===== src/logic/cfo_defines.svh =====
// register offsets, field positions, reset values for the clock fan-out control
`ifndef CFO_DEFINES_SVH
`define CFO_DEFINES_SVH

`define CFO_NUM_BANKS 10
`define CFO_NUM_VDIV 5
`define CFO_NUM_PROF 4

// divider ratio registers, one word each from this base
`define CFO_OFF_VDIV_BASE 12'h000
`define CFO_OFF_STATUS 12'h020
// profile/bank configuration words: base + profile*0x40 + bank*4
`define CFO_OFF_PROF_BASE 12'h100

`define CFO_VDIV_RST 8'h01
// both outputs always driven, divider 0, no gating
`define CFO_BANK_CFG_RST 11'h280

`define CFO_ST_LOCKED 0
`define CFO_ST_PROF_LO 1
`define CFO_ST_BYPASS 3
`define CFO_ST_TRISTATE 4
`define CFO_ST_PLL_RST 5
`define CFO_ST_REF_SEL 6
`define CFO_ST_FB_SEL 7

`endif


===== src/logic/cfo_pkg.sv =====
// types shared by the clock fan-out control files
package cfo_pkg;

  typedef enum logic [1:0] {
    CFO_OE_OFF = 2'h0,
    CFO_OE_ON = 2'h1,
    CFO_OE_ONE = 2'h2,
    CFO_OE_TWO = 2'h3
  } cfo_oe_mode_t;

  typedef struct packed {
    cfo_oe_mode_t oe_b;
    cfo_oe_mode_t oe_a;
    logic gate_en;
    logic [2:0] drv_type;
    logic [2:0] div_sel;
  } cfo_bank_cfg_t;

  // board pins sampled into the pclk domain
  typedef struct packed {
    logic pll_lock_det;
    logic ref_prescaler_in;
    logic vco_clk_in;
    logic pll_reset_in;
    logic loop_bypass_ctrl;
    logic profile_sel_bit1;
    logic profile_sel_bit0;
    logic global_tristate_ctrl;
    logic alt_enable_two;
    logic alt_enable_one;
    logic sync_output_gate;
    logic feedback_input_pair_b;
    logic feedback_input_pair_a;
    logic ref_input_pair_b;
    logic ref_input_pair_a;
    logic feedback_select;
    logic reference_select;
  } cfo_pins_t;

endpackage


===== src/logic/cfo_ctrl.sv =====
// clock fan-out control top: pin routing, dividers, banks and apb registers
//
// Added by the designer: the placing of the registers and the APB register port.
`timescale 1ns/1ps
`default_nettype none
`include "cfo_defines.svh"

// Contract
// RULE1: reference_select low routes reference pair a to the pll, high pair b.
// RULE2: feedback_select low takes feedback from pair a, high from pair b.
// RULE3: phase_acquired_n is low while the pll is locked and high otherwise.
// RULE4: every bank picks its own divider and driver type independently.
// RULE5: gating by sync_output_gate is enabled per bank, others ignore it.
// RULE6: a gated bank outputs the clock while the gate is high, a level else.
// RULE7: gated banks start and stop only on whole divided-clock cycles.
// RULE8: each output is always on, always off, or follows one of two enables.
// RULE9: global_tristate_ctrl high puts every clock output in high impedance.
// RULE10: global_tristate_ctrl high also kills the feedback buffer and lock.
// RULE11: the two profile select pins choose one of four stored profiles.
// RULE12: with loop_bypass_ctrl low the dividers run from the vco.
// RULE13: with loop_bypass_ctrl high the dividers run from the prescaler.
// RULE14: the reset pin clears all counters and reports loss of lock.
// RULE15: gate and enables are resynchronised to each bank's divided clock.
module cfo_ctrl (
  input wire logic pclk,
  input wire logic presetn,
  input wire logic psel,
  input wire logic penable,
  input wire logic pwrite,
  input wire logic [11:0] paddr,
  input wire logic [31:0] pwdata,
  output logic [31:0] prdata,
  output logic pready,
  output logic pslverr,
  input wire cfo_pkg::cfo_pins_t pins,
  output logic pll_ref_clk,
  output logic pll_fb_clk,
  output logic fb_buf_en,
  output logic phase_acquired_n,
  output logic [1:0] active_profile,
  output logic [2*`CFO_NUM_BANKS-1:0] bank_out,
  output logic [2*`CFO_NUM_BANKS-1:0] bank_oe_n,
  output logic [3*`CFO_NUM_BANKS-1:0] bank_drv_type
);
  import cfo_pkg::*;

  localparam int NB = `CFO_NUM_BANKS;
  localparam int NV = `CFO_NUM_VDIV;
  // decode bases as sized constants so their upper bits can be sliced
  localparam logic [11:0] VDIV_BASE = `CFO_OFF_VDIV_BASE;
  localparam logic [11:0] PROF_BASE = `CFO_OFF_PROF_BASE;

  // synced pins, divider state and bus registers
  cfo_pins_t sp;
  logic [7:0] vdiv_r [NV];
  cfo_bank_cfg_t cfg_r [`CFO_NUM_PROF][NB];
  logic [7:0] cnt_r [NV];
  logic [NV-1:0] div_lvl_r;
  logic src_prev_r;
  logic src_lvl;
  logic src_tick;
  logic clr;
  logic [1:0] prof;
  logic pready_r;
  logic pslverr_r;
  logic [31:0] prdata_r;
  logic ref_r;
  logic fb_r;
  logic fb_en_r;
  logic lock_n_r;
  logic [1:0] prof_r;
  logic [3*NB-1:0] drv_r;
  logic hit;
  logic is_vdiv;
  logic is_prof;
  logic [31:0] rdata;
  logic wr;
  logic [3:0] bank_idx;
  logic [1:0] prof_idx;
  logic [2:0] vdiv_idx;
  logic acc;

  // pins cross into the pclk domain through three sync flops and a filter flop each
  cfo_sync3 u_sync (
    .pclk(pclk),
    .presetn(presetn),
    .pins_in(pins),
    .pins_out(sp)
  );

  // functional reset and profile choice from the synced pins
  assign clr = sp.pll_reset_in;
  assign prof = {sp.profile_sel_bit1, sp.profile_sel_bit0}; // RULE11

  // pll reference steering
  always_ff @(posedge pclk or negedge presetn) begin
    if (!presetn) begin
      ref_r <= 1'b0;
    end else begin
      ref_r <= sp.reference_select ? sp.ref_input_pair_b
                                   : sp.ref_input_pair_a; // RULE1
    end
  end

  // feedback steering; tristate kills the feedback path as well
  always_ff @(posedge pclk or negedge presetn) begin
    if (!presetn) begin
      fb_r <= 1'b0;
    end else begin
      fb_r <= (sp.feedback_select ? sp.feedback_input_pair_b
                                  : sp.feedback_input_pair_a)
              & ~sp.global_tristate_ctrl; // RULE2 RULE10
    end
  end

  // feedback buffer enable follows the inverted synced tristate pin
  always_ff @(posedge pclk or negedge presetn) begin
    if (!presetn) begin
      fb_en_r <= 1'b0;
    end else begin
      fb_en_r <= ~sp.global_tristate_ctrl; // RULE10
    end
  end

  // lock drops at once with reset or tristate, analog lag not modelled
  always_ff @(posedge pclk or negedge presetn) begin
    if (!presetn) begin
      lock_n_r <= 1'b1;
    end else begin
      lock_n_r <= ~(sp.pll_lock_det & ~clr
                    & ~sp.global_tristate_ctrl); // RULE3 RULE10 RULE14
    end
  end

  // active profile switches live with the synced select pins
  always_ff @(posedge pclk or negedge presetn) begin
    if (!presetn) begin
      prof_r <= 2'h0;
    end else begin
      prof_r <= prof;
    end
  end

  // divider source: vco normally, prescaler when the loop is bypassed
  assign src_lvl = sp.loop_bypass_ctrl ? sp.ref_prescaler_in // RULE13
                                       : sp.vco_clk_in; // RULE12
  assign src_tick = src_lvl & ~src_prev_r;

  always_ff @(posedge pclk or negedge presetn) begin
    if (!presetn) begin
      src_prev_r <= 1'b0;
    end else begin
      src_prev_r <= src_lvl;
    end
  end

  // five dividers; output toggles every ratio source edges (ratio 0 acts as 1)
  genvar v;
  generate
    for (v = 0; v < NV; v++) begin : g_vdiv
      always_ff @(posedge pclk or negedge presetn) begin
        if (!presetn) begin
          cnt_r[v] <= 8'h00;
          div_lvl_r[v] <= 1'b0;
        end else if (clr) begin
          cnt_r[v] <= 8'h00; // RULE14
          div_lvl_r[v] <= 1'b0;
        end else if (src_tick) begin
          if (cnt_r[v] + 8'h01 >= vdiv_r[v]) begin
            cnt_r[v] <= 8'h00;
            div_lvl_r[v] <= ~div_lvl_r[v];
          end else begin
            cnt_r[v] <= cnt_r[v] + 8'h01;
          end
        end
      end
    end
  endgenerate

  // banks take their settings from the active profile
  genvar b;
  generate
    for (b = 0; b < NB; b++) begin : g_bank
      cfo_bank_cfg_t c;
      logic dl;
      assign c = cfg_r[prof][b];
      // out-of-range selections fall back to the last divider
      assign dl = (c.div_sel < 3'(NV)) ? div_lvl_r[c.div_sel]
                                       : div_lvl_r[NV-1]; // RULE4
      cfo_bank u_bank (
        .pclk(pclk),
        .presetn(presetn),
        .clr(clr),
        .div_lvl(dl),
        .cfg(c),
        .gate(sp.sync_output_gate),
        .en_one(sp.alt_enable_one),
        .en_two(sp.alt_enable_two),
        .tristate(sp.global_tristate_ctrl),
        .out_r(bank_out[2*b +: 2]),
        .oe_n_r(bank_oe_n[2*b +: 2])
      );
      always_ff @(posedge pclk or negedge presetn) begin
        if (!presetn) begin
          drv_r[3*b +: 3] <= 3'h0;
        end else begin
          drv_r[3*b +: 3] <= c.drv_type; // RULE4
        end
      end
    end
  endgenerate

  // apb address decode
  assign vdiv_idx = paddr[4:2];
  assign prof_idx = paddr[7:6];
  assign bank_idx = paddr[5:2];
  assign is_vdiv = (paddr[11:5] == VDIV_BASE[11:5])
                   && (vdiv_idx < 3'(NV)) && (paddr[1:0] == 2'h0);
  assign is_prof = (paddr[11:8] == PROF_BASE[11:8])
                   && (bank_idx < 4'(NB)) && (paddr[1:0] == 2'h0);
  assign hit = is_vdiv || is_prof || (paddr == `CFO_OFF_STATUS);

  // read mux; status fields are the live synced pin levels, except lock and profile, taken from their output registers
  always_comb begin
    rdata = 32'h0000_0000;
    if (is_vdiv) begin
      rdata = {24'h00_0000, vdiv_r[vdiv_idx]};
    end else if (is_prof) begin
      rdata = {21'h00_0000, cfg_r[prof_idx][bank_idx]};
    end else if (paddr == `CFO_OFF_STATUS) begin
      rdata[`CFO_ST_LOCKED] = ~lock_n_r;
      rdata[`CFO_ST_PROF_LO +: 2] = prof_r;
      rdata[`CFO_ST_BYPASS] = sp.loop_bypass_ctrl;
      rdata[`CFO_ST_TRISTATE] = sp.global_tristate_ctrl;
      rdata[`CFO_ST_PLL_RST] = clr;
      rdata[`CFO_ST_REF_SEL] = sp.reference_select;
      rdata[`CFO_ST_FB_SEL] = sp.feedback_select;
    end
  end

  // an access cycle still waiting for its answer
  assign acc = psel && penable && !pready_r;

  // one wait state: pready rises in the second access cycle
  always_ff @(posedge pclk or negedge presetn) begin
    if (!presetn) begin
      pready_r <= 1'b0;
    end else begin
      pready_r <= acc;
    end
  end

  // error rides with pready for any address nothing decodes
  always_ff @(posedge pclk or negedge presetn) begin
    if (!presetn) begin
      pslverr_r <= 1'b0;
    end else begin
      pslverr_r <= acc && !hit;
    end
  end

  // read data captured with pready and held until the next answer
  always_ff @(posedge pclk or negedge presetn) begin
    if (!presetn) begin
      prdata_r <= 32'h0000_0000;
    end else if (acc) begin
      prdata_r <= pwrite ? 32'h0000_0000 : rdata;
    end
  end

  // writes land only on the completing edge, never on a refused address
  assign wr = psel && penable && pready_r && pwrite && hit;

  // divider ratio store
  always_ff @(posedge pclk or negedge presetn) begin
    if (!presetn) begin
      for (int i = 0; i < NV; i++) begin
        vdiv_r[i] <= `CFO_VDIV_RST;
      end
    end else if (wr && is_vdiv) begin
      vdiv_r[vdiv_idx] <= pwdata[7:0];
    end
  end

  // profile store; status is read-only so writes to it are dropped
  always_ff @(posedge pclk or negedge presetn) begin
    if (!presetn) begin
      for (int p = 0; p < `CFO_NUM_PROF; p++) begin
        for (int k = 0; k < NB; k++) begin
          cfg_r[p][k] <= cfo_bank_cfg_t'(`CFO_BANK_CFG_RST);
        end
      end
    end else if (wr && is_prof) begin
      cfg_r[prof_idx][bank_idx] <= cfo_bank_cfg_t'(pwdata[10:0]);
    end
  end

  // every port straight from its register
  assign prdata = prdata_r;
  assign pready = pready_r;
  assign pslverr = pslverr_r;
  assign pll_ref_clk = ref_r;
  assign pll_fb_clk = fb_r;
  assign fb_buf_en = fb_en_r;
  assign phase_acquired_n = lock_n_r;
  assign active_profile = prof_r;
  assign bank_drv_type = drv_r;
endmodule // cfo_ctrl
`default_nettype wire


===== src/logic/cfo_sync3.sv =====
// three-flop pin synchroniser, output moves when stages two and three agree
`timescale 1ns/1ps
`default_nettype none
module cfo_sync3 (
  input wire logic pclk,
  input wire logic presetn,
  input wire cfo_pkg::cfo_pins_t pins_in,
  output cfo_pkg::cfo_pins_t pins_out
);
  import cfo_pkg::*;

  localparam int W = $bits(cfo_pins_t);
  logic [W-1:0] s1_r;
  logic [W-1:0] s2_r;
  logic [W-1:0] s3_r;
  logic [W-1:0] q_r;

  // first stage feeds only the second; filter looks at two and three
  genvar i;
  generate
    for (i = 0; i < W; i++) begin : g_bit
      always_ff @(posedge pclk or negedge presetn) begin
        if (!presetn) begin
          s1_r[i] <= 1'b0;
          s2_r[i] <= 1'b0;
          s3_r[i] <= 1'b0;
          q_r[i] <= 1'b0;
        end else begin
          s1_r[i] <= pins_in[i];
          s2_r[i] <= s1_r[i];
          s3_r[i] <= s2_r[i];
          if (s2_r[i] == s3_r[i]) begin
            q_r[i] <= s3_r[i];
          end
        end
      end
    end
  endgenerate

  assign pins_out = cfo_pins_t'(q_r);
endmodule // cfo_sync3
`default_nettype wire


===== src/logic/cfo_bank.sv =====
// one output bank: whole-cycle gating and output enables
`timescale 1ns/1ps
`default_nettype none
module cfo_bank (
  input wire logic pclk,
  input wire logic presetn,
  input wire logic clr,
  input wire logic div_lvl,
  input wire cfo_pkg::cfo_bank_cfg_t cfg,
  input wire logic gate,
  input wire logic en_one,
  input wire logic en_two,
  input wire logic tristate,
  output logic [1:0] out_r,
  output logic [1:0] oe_n_r
);
  import cfo_pkg::*;

  logic div_prev_r;
  logic gate_q_r;
  logic [1:0] en_q_r;
  logic div_fall;
  logic [1:0] en_want;

  assign div_fall = div_prev_r & ~div_lvl;

  function automatic logic oe_decode(cfo_oe_mode_t m, logic a, logic b);
    case (m)
      CFO_OE_ON: oe_decode = 1'b1;
      CFO_OE_ONE: oe_decode = a;
      CFO_OE_TWO: oe_decode = b;
      default: oe_decode = 1'b0;
    endcase
  endfunction

  assign en_want = {oe_decode(cfg.oe_b, en_one, en_two),
                    oe_decode(cfg.oe_a, en_one, en_two)};

  // gate and enables are taken only at the divided clock's falling edge,
  // with the output already low, so no pulse is ever cut short
  always_ff @(posedge pclk or negedge presetn) begin
    if (!presetn) begin
      div_prev_r <= 1'b0;
      gate_q_r <= 1'b0;
      en_q_r <= 2'h0;
    end else if (clr) begin
      div_prev_r <= 1'b0;
      gate_q_r <= 1'b0;
      en_q_r <= 2'h0;
    end else begin
      div_prev_r <= div_lvl;
      if (div_fall) begin
        gate_q_r <= gate; // RULE7 RULE15
        en_q_r <= en_want; // RULE15
      end
    end
  end

  // clock level; a gated bank parks low while the gate is off
  always_ff @(posedge pclk or negedge presetn) begin
    if (!presetn) begin
      out_r <= 2'h0;
    end else if (cfg.gate_en) begin // RULE5
      out_r <= {2{div_lvl & gate_q_r}}; // RULE6
    end else begin
      out_r <= {2{div_lvl}};
    end
  end

  // enables low-active; global tristate wins over everything
  always_ff @(posedge pclk or negedge presetn) begin
    if (!presetn) begin
      oe_n_r <= 2'h3;
    end else if (tristate) begin
      oe_n_r <= 2'h3; // RULE9
    end else begin
      oe_n_r <= ~en_q_r; // RULE8
    end
  end
endmodule // cfo_bank
`default_nettype wire


===== config.mk =====
export PLATFORM = sky130hd
export DESIGN_NAME = cfo_ctrl
export DESIGN_NICKNAME = d
export VERILOG_FILES = /design/src/logic/cfo_pkg.sv /design/src/logic/cfo_ctrl.sv /design/src/logic/cfo_sync3.sv /design/src/logic/cfo_bank.sv
export VERILOG_INCLUDE_DIRS = /design/src /design/src/logic
export SDC_FILE = /design/constraint.sdc
export NUM_CORES = 1
export LEC_CHECK = 0
export BUFFER_PORTS_ARGS = -buffer_cell sky130_fd_sc_hd__buf_2
export CELL_PAD_IN_SITES_DETAIL_PLACEMENT = 0
export CELL_PAD_IN_SITES_GLOBAL_PLACEMENT = 1
export CORE_UTILIZATION = 52
export CTS_CLUSTER_DIAMETER = 120
export DETAILED_ROUTE_END_ITERATION = 10
export PLACE_DENSITY = 0.84
export SLEW_MARGIN = 30
export SYNTH_ARGS = -nofsm -noshare
export SYNTH_HDL_FRONTEND = slang
export SYNTH_SLANG_ARGS = --single-unit

===== constraint.sdc =====
create_clock -name pclk -period 3.6 [get_ports pclk]
set_clock_uncertainty 0.15 [all_clocks]
set_input_delay 0.72 -clock pclk [delete_from_list [all_inputs] [get_ports pclk]]
set_output_delay 0.72 -clock pclk [all_outputs]
set_load 0.02 [all_outputs]

After elaboration in Yosys (flattened, before gate mapping). Cells that the tools add are included.

Add/sub/neg operators: 5. $lt $le $gt $ge: 34. Equality and inequality tests: 79. Multiplexer cells: 178. Bitwise logic cells: 58. Reductions and logical operators: 42.

Operator list (count): 2-to-1 mux 110 bit (5); binary-select mux 110 bit (select 2 bit) (2); bitwise mux 440 bit (1); demux 110 bit (select 2 bit) (1); 2-to-1 mux 8 bit (20); == test 2 bit (second input constant) (40); 2-to-1 mux 2 bit (40); 2-to-1 mux 1 bit (68); one-hot mux 1 bit (3 select lines) (20); binary-select mux 11 bit (select 4 bit) (1); demux 11 bit (select 4 bit) (1); 2-to-1 mux 11 bit (4); adder 8 x 1 -> 8 bit (second input constant) (5); bitwise mux 40 bit (1); == test 2 x 1 -> 1 bit (second input constant) (20); greater-or-equal comparator 8 bit (5); less-than comparator 3 x 4 -> 1 bit (second input constant) (10); less-than comparator 3 bit (second input constant) (11); 2-to-1 mux 32 bit (1); nonzero test 2 bit (16); binary-select mux 1 bit (select 3 bit) (10); bitwise AND 1 bit (24); binary-select mux 8 bit (select 3 bit) (1); demux 8 bit (select 3 bit) (1); other kinds (22) (88).

Flip-flop bits (word level): 744. Input port bits: 66. Output and inout bits: 110. Logic and storage cells: 748.

Logic depth before layout (Yosys ltp). Gate-level depths: netlist (run 1).

Word-level depth: 11. Gate-level depth with buffers: 11. Mapped depth without buffers: 10.

Modules after synthesis. A second synthesis (run 1) with hierarchy kept.

Cell total of the unflattened synthesis: 2523. Area, all modules: 35155.0 um^2.

By module, submodules not included: cfo_ctrl (times used 1, cells an instance 2178, area an instance 30284.0 um^2); cfo_bank (times used 10, cells an instance 26, area an instance 297.8 um^2); cfo_sync3 (times used 1, cells an instance 85, area an instance 1893.1 um^2).

Worst setup path after synthesis (run 1). Ideal clock, no wire load.

Kind: input port to flip-flop. From: input paddr[11]. To: register cfg_r[100] in the netlist's numbering. Library setup time: 125 ps. Arrival: 2980 ps. Data required time: 3325 ps. Path slack: 346 ps. Cell stages on the path: 8. Buffers on the path: 2. Path through: or4_1 or4b_1 buf_2 nor2_1 nand3_2 nor2_1 buf_4 mux2_2.

Cells in the longest elaborated chain, start to end: 7. Elaborated cells between the ends (all ways): 11.

Ends and longest elaborated chain: start, declared (RTL line cfo_ctrl.sv:30) `input wire logic [11:0] paddr,`; == test 4 x 1 -> 1 bit / zero test 7 bit (equally long branches) (RTL line cfo_ctrl.sv:219, cfo_ctrl.sv:217); logical AND 1 bit, on equally long branches (2 in a row) (RTL line cfo_ctrl.sv:220, cfo_ctrl.sv:218); logical OR 1 bit (2 in a row) (RTL line cfo_ctrl.sv:221) `` assign hit = is_vdiv || is_prof || (paddr == `CFO_OFF_STATUS); ``; logical AND 1 bit (RTL line cfo_ctrl.sv:272) `assign wr = psel && penable && pready_r && pwrite && hit;`; logical AND 1 bit (*) (RTL line cfo_ctrl.sv:293) `end else if (wr && is_prof) begin`; end signal, assigned by index (RTL line cfo_ctrl.sv:290) `` cfg_r[p][k] <= cfo_bank_cfg_t'(`CFO_BANK_CFG_RST); ``; end signal, assigned by index (RTL line cfo_ctrl.sv:294) `cfg_r[prof_idx][bank_idx] <= cfo_bank_cfg_t'(pwdata[10:0]);`; end, declared (RTL line cfo_ctrl.sv:56) `` cfo_bank_cfg_t cfg_r [`CFO_NUM_PROF][NB]; ``.

Every way passes the cells marked *; elsewhere a longest branch is shown, timed or not. A chain may end at the register's enable or synchronous reset.

Final worst setup path (run 1).
From: register u_sync.q_r[11] (netlist: u_sync.pins_out[11]). To: register g_bank[7].u_bank.gate_q_r.

Cells in the longest elaborated chain, start to end: 10. Elaborated cells between the ends (all ways): 11.

Ends and longest elaborated chain: start, declared (RTL line cfo_sync3.sv:16) `logic [W-1:0] q_r;`; start signal, assigned by index (RTL line cfo_sync3.sv:33) `q_r[i] <= s3_r[i];`; inverter 2 -> 3 bit (implied by the code) (*) (RTL line cfo_ctrl.sv:186) `assign c = cfg_r[prof][b];`; binary-select mux 110 bit (select 2 bit) (*) (RTL line cfo_ctrl.sv:186); 2-to-1 mux 110 bit (*) (2 in a row); binary-select mux 1 bit (select 3 bit) (RTL line cfo_ctrl.sv:188) `assign dl = (c.div_sel < 3'(NV)) ? div_lvl_r[c.div_sel]`; 2-to-1 mux 1 bit (implied by the code) (RTL line cfo_ctrl.sv:188); 2-to-1 mux 1 bit (*) (RTL line cfo_ctrl.sv:188); inverter 1 bit (*) (RTL line cfo_bank.sv:25) `assign div_fall = div_prev_r & ~div_lvl;`; bitwise AND 1 bit (*) (RTL line cfo_bank.sv:25); nonzero test 2 bit (no line) (*); end signal, assigned (RTL line cfo_bank.sv:53) `gate_q_r <= gate;`; end, declared (RTL line cfo_bank.sv:20) `logic gate_q_r;`.

Every way passes the cells marked *; elsewhere a longest branch is shown, timed or not. The select of a mux whose other input is x is not followed.

==> metrics.md, run 1 <==
| Metric | Value |
|---|---|
| Max-cap violations | 0 |
| Crit path launch type | register |
| Post-synth EDFFs | 0 |
| GPL Wtd Cong | 0.904 |
| Row count | 94 |
| Yosys reg bits | approximately 700 |
| Tcrit/Tclk final | roughly nine tenths |
| Total negative slack | 0 ps |
| Sequential share of the synthesized area | between 50% and 60% |
| Via count | 22,884 |
| Final HPWL DP | 66,500 um |
| Worst-Margin Slew | a little under 1000 ps |
| WL per Instance | 26.6 um |
| RSZ-0062 raised after global routing | false |
| Static leakage | ~19 nW |
| Flop-to-flop setup slack | approximately 420 ps |
| Worst slack at placement | -3.59 ps |
| Largest net degree at the start of global routing | around 110 |
| Clock sink count | slightly above 700 |
| Worst r2r dst | g_bank[7].u_bank.gate_q_r |
| FF/Latch Area | 0.0180 mm^2 |
| CTS tree | yes |
| Syn. warnings | 0 |
| I/O pins | roughly 180 |
| RR Startpoint | u_sync.pins_out[11] |
| CP Class | reg -> reg |
| Max-slew violations | 0 |
| Initial drt markers | 1,657 |
| Cell Pwr Density | 464 mW/mm^2 |
| Die X | roughly 260 um |
| Status | finished, violations left |
| Final core occ | between 60% and 70% |
| Core ar. | 0.0660 mm^2 |
| Post CTS Setup Buffer Count | 0 |
| All-Layer GR Usage | 29.4% |
| Worst Setup End Kind | register |
| Failing checks | design-rule violations |
| Depth of the worst register-to-register path | 9 |
| Total Wirelength | slightly below 100,000 um |
| DRC | 8 |
| Initial core utilization | between 50% and 60% |
| Most frequent cells after synthesis | dfrtp_1 (607), mux2_2 (468), mux4_2 (228), nand2_1 (186), clkbuf_1 (118) |
| Post-placement cell area | about 0.037 mm^2 |
| Post-route cell area | 0.0398 mm^2 |
| TritonCTS Buffers | 75 |
| Critical path required time | between 3000 and 4000 ps |
| Arr. time, crit path | 3510 ps |
| Met1 global-route usage | approximately two fifths |
| Worst hold slack | 51.8 ps |
| Drt pass-1 iters | 8 |
| Max VDD drop | between 0.3 and 0.4 mV |
| Final min period | 3180 ps |
| Synth Area per Inst | ~14 um^2 |
| Synthesized instance count | approximately 2,500 |
| CTS Buffer Depth | 3 |
| Initial antenna violation count | 3 |
| Ys async rst share | 100% |
| Synth unique cells | 60 |
| Area share of the leading cell type in the synthesized netlist | about 44% |
| Ranking of synthesized cells by area | dfrtp_1 (44%), mux2_2 (15%), mux4_2 (15%) |
| Synth Flop Type | dfrtp_1 |
| Min-delay src | pins[16] |
| Share of layout cells above drive strength 1 | between 40% and 50% |
| Hold Path Stages | 1 |
| Relative slew margins | roughly 35% |
| Clk root buf | clkbuf_16 |
| Clk_lat worst skew | between 600 and 700 ps |
| Overflow after GRT | 0 |
| F_max | around 310 MHz |
| H-tree depth | 3 |
| Die ar. | approximately 0.07 mm^2 |
| Worst Hold Class | in -> reg |
| Layer with the highest usage | met2 |
| Final hold violation count | 0 |
| M2 GR Usage | between 40 and 50% |
| Final ANT Viol Nets | 0 |
| Layout net count | about 2,800 |
| Crit Path Max Fanout | 34 |
| Vias in the first global route | roughly 24,000 |
| Syn-to-layout area delta | 14.2% |
| Number of buffers added on ports | between 100 and 150 |
| Worst Hold Path EP | u_sync.s1_r[16] |
| Endpoints failing setup | 0 |
| Routed vias/inst | between 6 and 7 |
| Clock Pin Slew Worst Setup and Hold Paths | around 60 ps |
| Die Y | between 200 and 300 um |
| Multi-input logic area | 0.0156 mm^2 |
| Cell taking the most area after synthesis | dfrtp_1 |
| Number of fill cells | 4,892 |
| Final worst slack | 423 ps |
| Synth Cell Area | roughly 0.035 mm^2 |
| M3 GR Usage | about 4.5% |
| Most frequent cell after synthesis | dfrtp_1 |
| First-pass GRT wire length | around 150,000 um |
worst max-delay path: stages, from the launching register on:
cell	delay, ps
dfrtp_4	840
buf_4	380
mux4_2	390
nor2b_1	170
a221oi_1	310
buf_4	220
nand2_1	150
buf_4	180
mux2i_1	130
nor2_1	50
worst max path at each step:
stage,slack [ps],cells past startpoint,startpoint,endpoint
5_1_grt,410,7,u_sync.pins_out[10],g_bank[8].u_bank.en_q_r[0]
3_5_place_dp,-4,9,paddr[11],cfg_r[323]
2_1_floorplan,350,8,paddr[11],cfg_r[100]
3_3_place_gp,10,9,paddr[11],cfg_r[235]
6_report,420,9,u_sync.pins_out[11],g_bank[7].u_bank.gate_q_r
4_1_cts,510,7,u_sync.pins_out[10],g_bank[9].u_bank.en_q_r[1]
registers in the layout, summed over array words and instances, names as in the netlist, 2 cells and up:
name                      count
g_bank.u_bank.oe_n_r         20
cnt_r                        40
g_bank.u_bank.gate_q_r       10
g_bank.u_bank.en_q_r         20
vdiv_r                       40
bank_drv_type                30
u_sync.s1_r                  17
g_bank.u_bank.div_prev_r     10
active_profile                2
u_sync.s3_r                  17
u_sync.s2_r                  17
u_sync.pins_out              17
div_lvl_r                     5
prdata                       11
cfg_r                       440
g_bank.u_bank.out_r          10
cell usage in the layout (no fill, tap or decap), types with 19 or more instances in the layout:
| cell type | n |
|---|---|
| and3_1 | 25 |
| mux2i_1 | 19 |
| buf_4 | 147 |
| buf_12 | 26 |
| conb_1 | 21 |
| mux4_2 | 228 |
| clkbuf_16 | 77 |
| mux2_2 | 468 |
| o21ai_0 | 75 |
| buf_2 | 129 |
| dfstp_2 | 106 |
| inv_1 | 51 |
| dfrtp_1 | 604 |
| o41ai_1 | 19 |
| nor2_1 | 99 |
| a22oi_1 | 30 |
| nand3b_1 | 20 |
| nand3_1 | 23 |
| ha_1 | 45 |
| nand2_1 | 186 |
| a21oi_1 | 56 |
| nor3_1 | 25 |
| a21o_1 | 29 |
layout make-up:
type,count,share of cell area (%)
Antenna cell,3,0.0189
Clock buffer,109,5.60
Inverter,51,0.481
Sequential cell,713,45.2
Tap cell,864,2.72
Clock inverter,29,0.853
Multi-Input combinational cell,1554,39.3
Timing Repair Buffer,306,5.84
power by group:
part           switching (mW)  internal, mW
registers               0.318          8.22
logic                    1.17         0.693
clock network            3.30          4.75
layer usage:
layer	routed length (um)	up-vias
met5	0	-
met4	4370	0
met3	6570	238
met2	46200	896
met1	39400	12116
li1	-	9634
cell families after synthesis:
logic type | Yosys count | share of synthesized area (%)
fa+ha+maj | 62 | 2.10
simple gates | 457 | 6.25
buf+inv | 284 | 3.81
xor+xnor | 30 | 0.754
other cells | 1 | 0.0108
flops | 713 | 51.6
mux | 715 | 30.4
compound gates | 269 | 5.07
per-stage QoR:
step / power [mW] / instances
global route: 19.0 / 3626
floorplan: 9.67 / 2551
detailed placement: 10.5 / 3487
CTS: 18.6 / 3626
finish: 18.5 / 3629
global placement: 10.5 / 3486
repair_timing:
action / 4_1_cts / 5_1_grt
endpoints found under the hold margin: 27 / 0
hold buffers: 1 / 0
resized for setup: 0 / 0
setup endpoints to repair: 0 / 0
No activity file was read; power rests on OpenSTA's default activity.
==> run 2, diff against run 1 <==
- BUFFER_PORTS_ARGS: -buffer_cell sky130_fd_sc_hd__buf_2 -> unset
- CORE_UTILIZATION: 52 -> 54
- DONT_BUFFER_PORTS: unset -> 1
- RECOVER_POWER: unset -> 100
==> run 2 against run 1 <==
Net effect: the run ends with negative hold slack, max-slew violations left; combinational power down 36%; sequential share of layout area up 1.6 points; design area down 3.4%; register-to-register slack worse by 110 ps; sequential power up 1%; critical path depth down 1; largest cell class unchanged; largest power group unchanged.
==> metrics.md, run 2 (same netlist as run 1, synthesis figures left out) <==
| Metric | Value |
|---|---|
| Status | finished, violations left |
| Failing checks | negative hold slack, max-slew violations |
| RR Startpoint | u_sync.pins_out[10] |
| Flop-to-flop setup slack | 310 ps (-110 ps) |
| Top flop regs | cfg_r: 440 flops, cnt_r: 40 flops, vdiv_r: 40 flops |
| Bufs and invs on worst path | 2 (-1) |
| Initial antenna violation count | 5 (+2) |
| CP startpoint | paddr[11] |
| Relative slew margins | -58.5% (-93 points) |
| Layout net count | 2,647 (-5.9%) |
| Crit Path Max Fanout | 10 (-71%) |
| Clock network power share | 45.4% (+1.8 points) |
| CTS hold repair buffers | 17 (+16) |
| Met2 WL post-DR | 45,900 um (-0.77%) |
| Largest net degree at the start of global routing | 714 (+570%) |
| Critical Path Sink | cfg_r[197] |
| Syn-to-layout area delta | 10.3% |
| Depth of the worst register-to-register path | 9 (unchanged) |
| Wire length on met1 | 38,300 um (-2.9%) |
| CTS tree | yes |
| Total Wirelength | 94,700 um (-1.9%) |
| Vias in the first global route | 22,802 (-4.8%) |
| TritonCTS Buffers | 75 (unchanged) |
| Static leakage | 17.5 nW (-5.4%) |
| Switching Power | 4.39 mW (-8.4%) |
| CP Depth | 8 (-1) |
| Switch share | 24.3% (-1.6 points) |
| Internal Power | 13.6 mW (-0.16%) |
| Max-slew violations | 456 (+456) |
| Via count | 22,117 (-3.4%) |
| Arr. time, crit path | 3740 ps (+230 ps) |
| Max reg flops | 440 (unchanged) |
| Slowest cell on crit path | or4b_1 |
| RSZ-0062 raised after global routing | false |
| Clk root buf | clkbuf_16 |
| Critical path cell sequence | or4_1, or4b_1, nor2_1, clkbuf_1, nand3b_1, nor2_1, buf_4, mux2_2 |
| Resize count post-CTS | 0 (unchanged) |
| Post-route cell area | 0.0384 mm^2 (-3.4%) |
| Worst Hold Class | in -> async |
| Total power | 18.0 mW (-2.3%) |
| GPL Wtd Cong | 0.905 (about the same) |
| Endpoints failing setup | 0 (unchanged) |
| CP Class | in -> reg |
| Worst r2r dst | g_bank[3].u_bank.gate_q_r |
| Post-placement cell area | 0.0359 mm^2 (-3.4%) |
| Commonest non-fill, non-tap cells in the layout | dfrtp_1 (605), mux2_2 (467), mux4_2 (228) |
| I/O pins | 176 (unchanged) |
| Overflow after GRT | 0 (unchanged) |
| Die ar. | 0.0655 mm^2 (-3.7%) |
| DRC | 0 (-8) |
| Clk_lat worst skew | 640 ps (about the same) |
| Max-cap violations | 0 (unchanged) |
| Cell mode on critical path | nor2_1 |
| Tcrit/Tclk final | 94.4% (+6.1 points) |
| F_max | 294 MHz (-6.5%) |
| Die X | 256 um (-1.9%) |
| Die Y | 256 um (-1.9%) |
| CTS Buffer Depth | 3 (unchanged) |
| Clock Pin Slew Worst Setup and Hold Paths | 60 ps (about the same) |
| Max VDD drop | 0.423 mV (+11%) |
| DP Cell Count | 3,287 (-5.7%) |
| Row count | 92 (-2.1%) |
| Final min period | 3400 ps (+220 ps) |
| Crit path launch type | input port |
| Initial core utilization | 54.9% (+2.1 points) |
| Drt pass-1 iters | 7 (-1) |
| Met3 WL | 7010 um (+6.7%) |
| Final HPWL DP | 61,800 um (-7.1%) |
| First-pass GRT wire length | 145,000 um (-2.4%) |
| Comb power frac | 6.6% (-3.5 points) |
| WL per Instance | 27.5 um (+3.5%) |
| Final ANT Viol Nets | 0 (unchanged) |
| Largest stage delay, worst path | 640 ps (-200 ps) |
| Core ar. | 0.0634 mm^2 (-3.9%) |
| Top Layer Used | met5 |
| Worst hold slack | -318 ps (-369 ps) |
| Routed vias/inst | 6.43 (+2.0%) |
| Worst-Margin Slew | 2380 ps (+1400 ps) |
| Initial drt markers | 2,330 (+41%) |
| Seq pwr share | 48.0% (+1.7 points) |
| Commonest non-fill, non-tap cell in the layout | dfrtp_1 |
| CP delay by family, top | simple AND/OR/NAND/NOR gates |
| Clock sink count | 713 (unchanged) |
| All-Layer GR Usage | 29.5% (+0.12 points) |
| Critical path required time | 3940 ps (about the same) |
| Worst Setup End Kind | register |
| ANT cells | 0 (-3) |
| Number of buffers added on ports | 0 (-100%) |
| Largest Register | cfg_r |
| Fin cells | 3,439 (-5.2%) |
| Cell Pwr Density | 469 mW/mm^2 (+1.1%) |
| H-tree depth | 3 (unchanged) |
| Share of layout cells above drive strength 1 | 38.3% (-6.9 points) |
| Final hold violation count | 328 (+328) |
run 2: routing by layer:
| layer | up-vias | track usage, % |
|---|---|---|
| met3 | 187 | 5.69 |
| met2 | 890 | 46.6 |
| met4 | 4 | 11.1 |
| met5 | - | 0 |
| met1 | 11736 | 40.8 |
| li1 | 9300 | - |
run 2: worst min path at each step:
| stage | cells past startpoint | slack (ps) | from | end |
|---|---|---|---|---|
| 2_1_floorplan | 0 | 180 | u_sync.s1_r[0] | u_sync.s2_r[0] |
| 3_3_place_gp | 0 | 180 | u_sync.s1_r[7] | u_sync.s2_r[7] |
| 3_5_place_dp | 0 | 180 | u_sync.s1_r[9] | u_sync.s2_r[9] |
| 4_1_cts | 0 | -340 | presetn | cfg_r[340] |
| 5_1_grt | 0 | -330 | presetn | cfg_r[340] |
| 6_report | 0 | -320 | presetn | cfg_r[340] |
run 2: timing repair:
| action | 4_1_cts | 5_1_grt |
|---|---|---|
| hold endpoints to repair | 704 | 633 |
| endpoints found under the setup margin | 0 | 0 |
| setup buffers | 0 | 0 |
run 2: final cells by class:
class / count / area [um^2]
inverter: 51 / 191
fill: 4676 / 25000
clock inverter: 31 / 424
clock buffer: 103 / 2180
tap: 846 / 1060
sequential: 713 / 18000
multi-input combinational: 1554 / 15600
timing repair buffer: 141 / 987
run 2: power groups by stage:
stage                     Sequential, mW  Combinational (mW)  Clock [mW]
final                               8.66                1.19        8.18
after global routing                8.67                1.28        8.63
after CTS                           8.65                1.22        8.29
after detailed placement            8.79                1.19           0
after global placement              8.78                1.18           0
after floorplan                     8.54                1.13           0
run 2: per-stage QoR:
stage / setup WS, ps / util [%] / TNS (ps)
global route: 180 / 60.6 / 0
global placement: 22.1 / 56.6 / 0
CTS: 505 / 61.0 / 0
floorplan: 346 / - / 0
finish: 203 / 60.6 / 0
detailed placement: -41.6 / 56.6 / -195
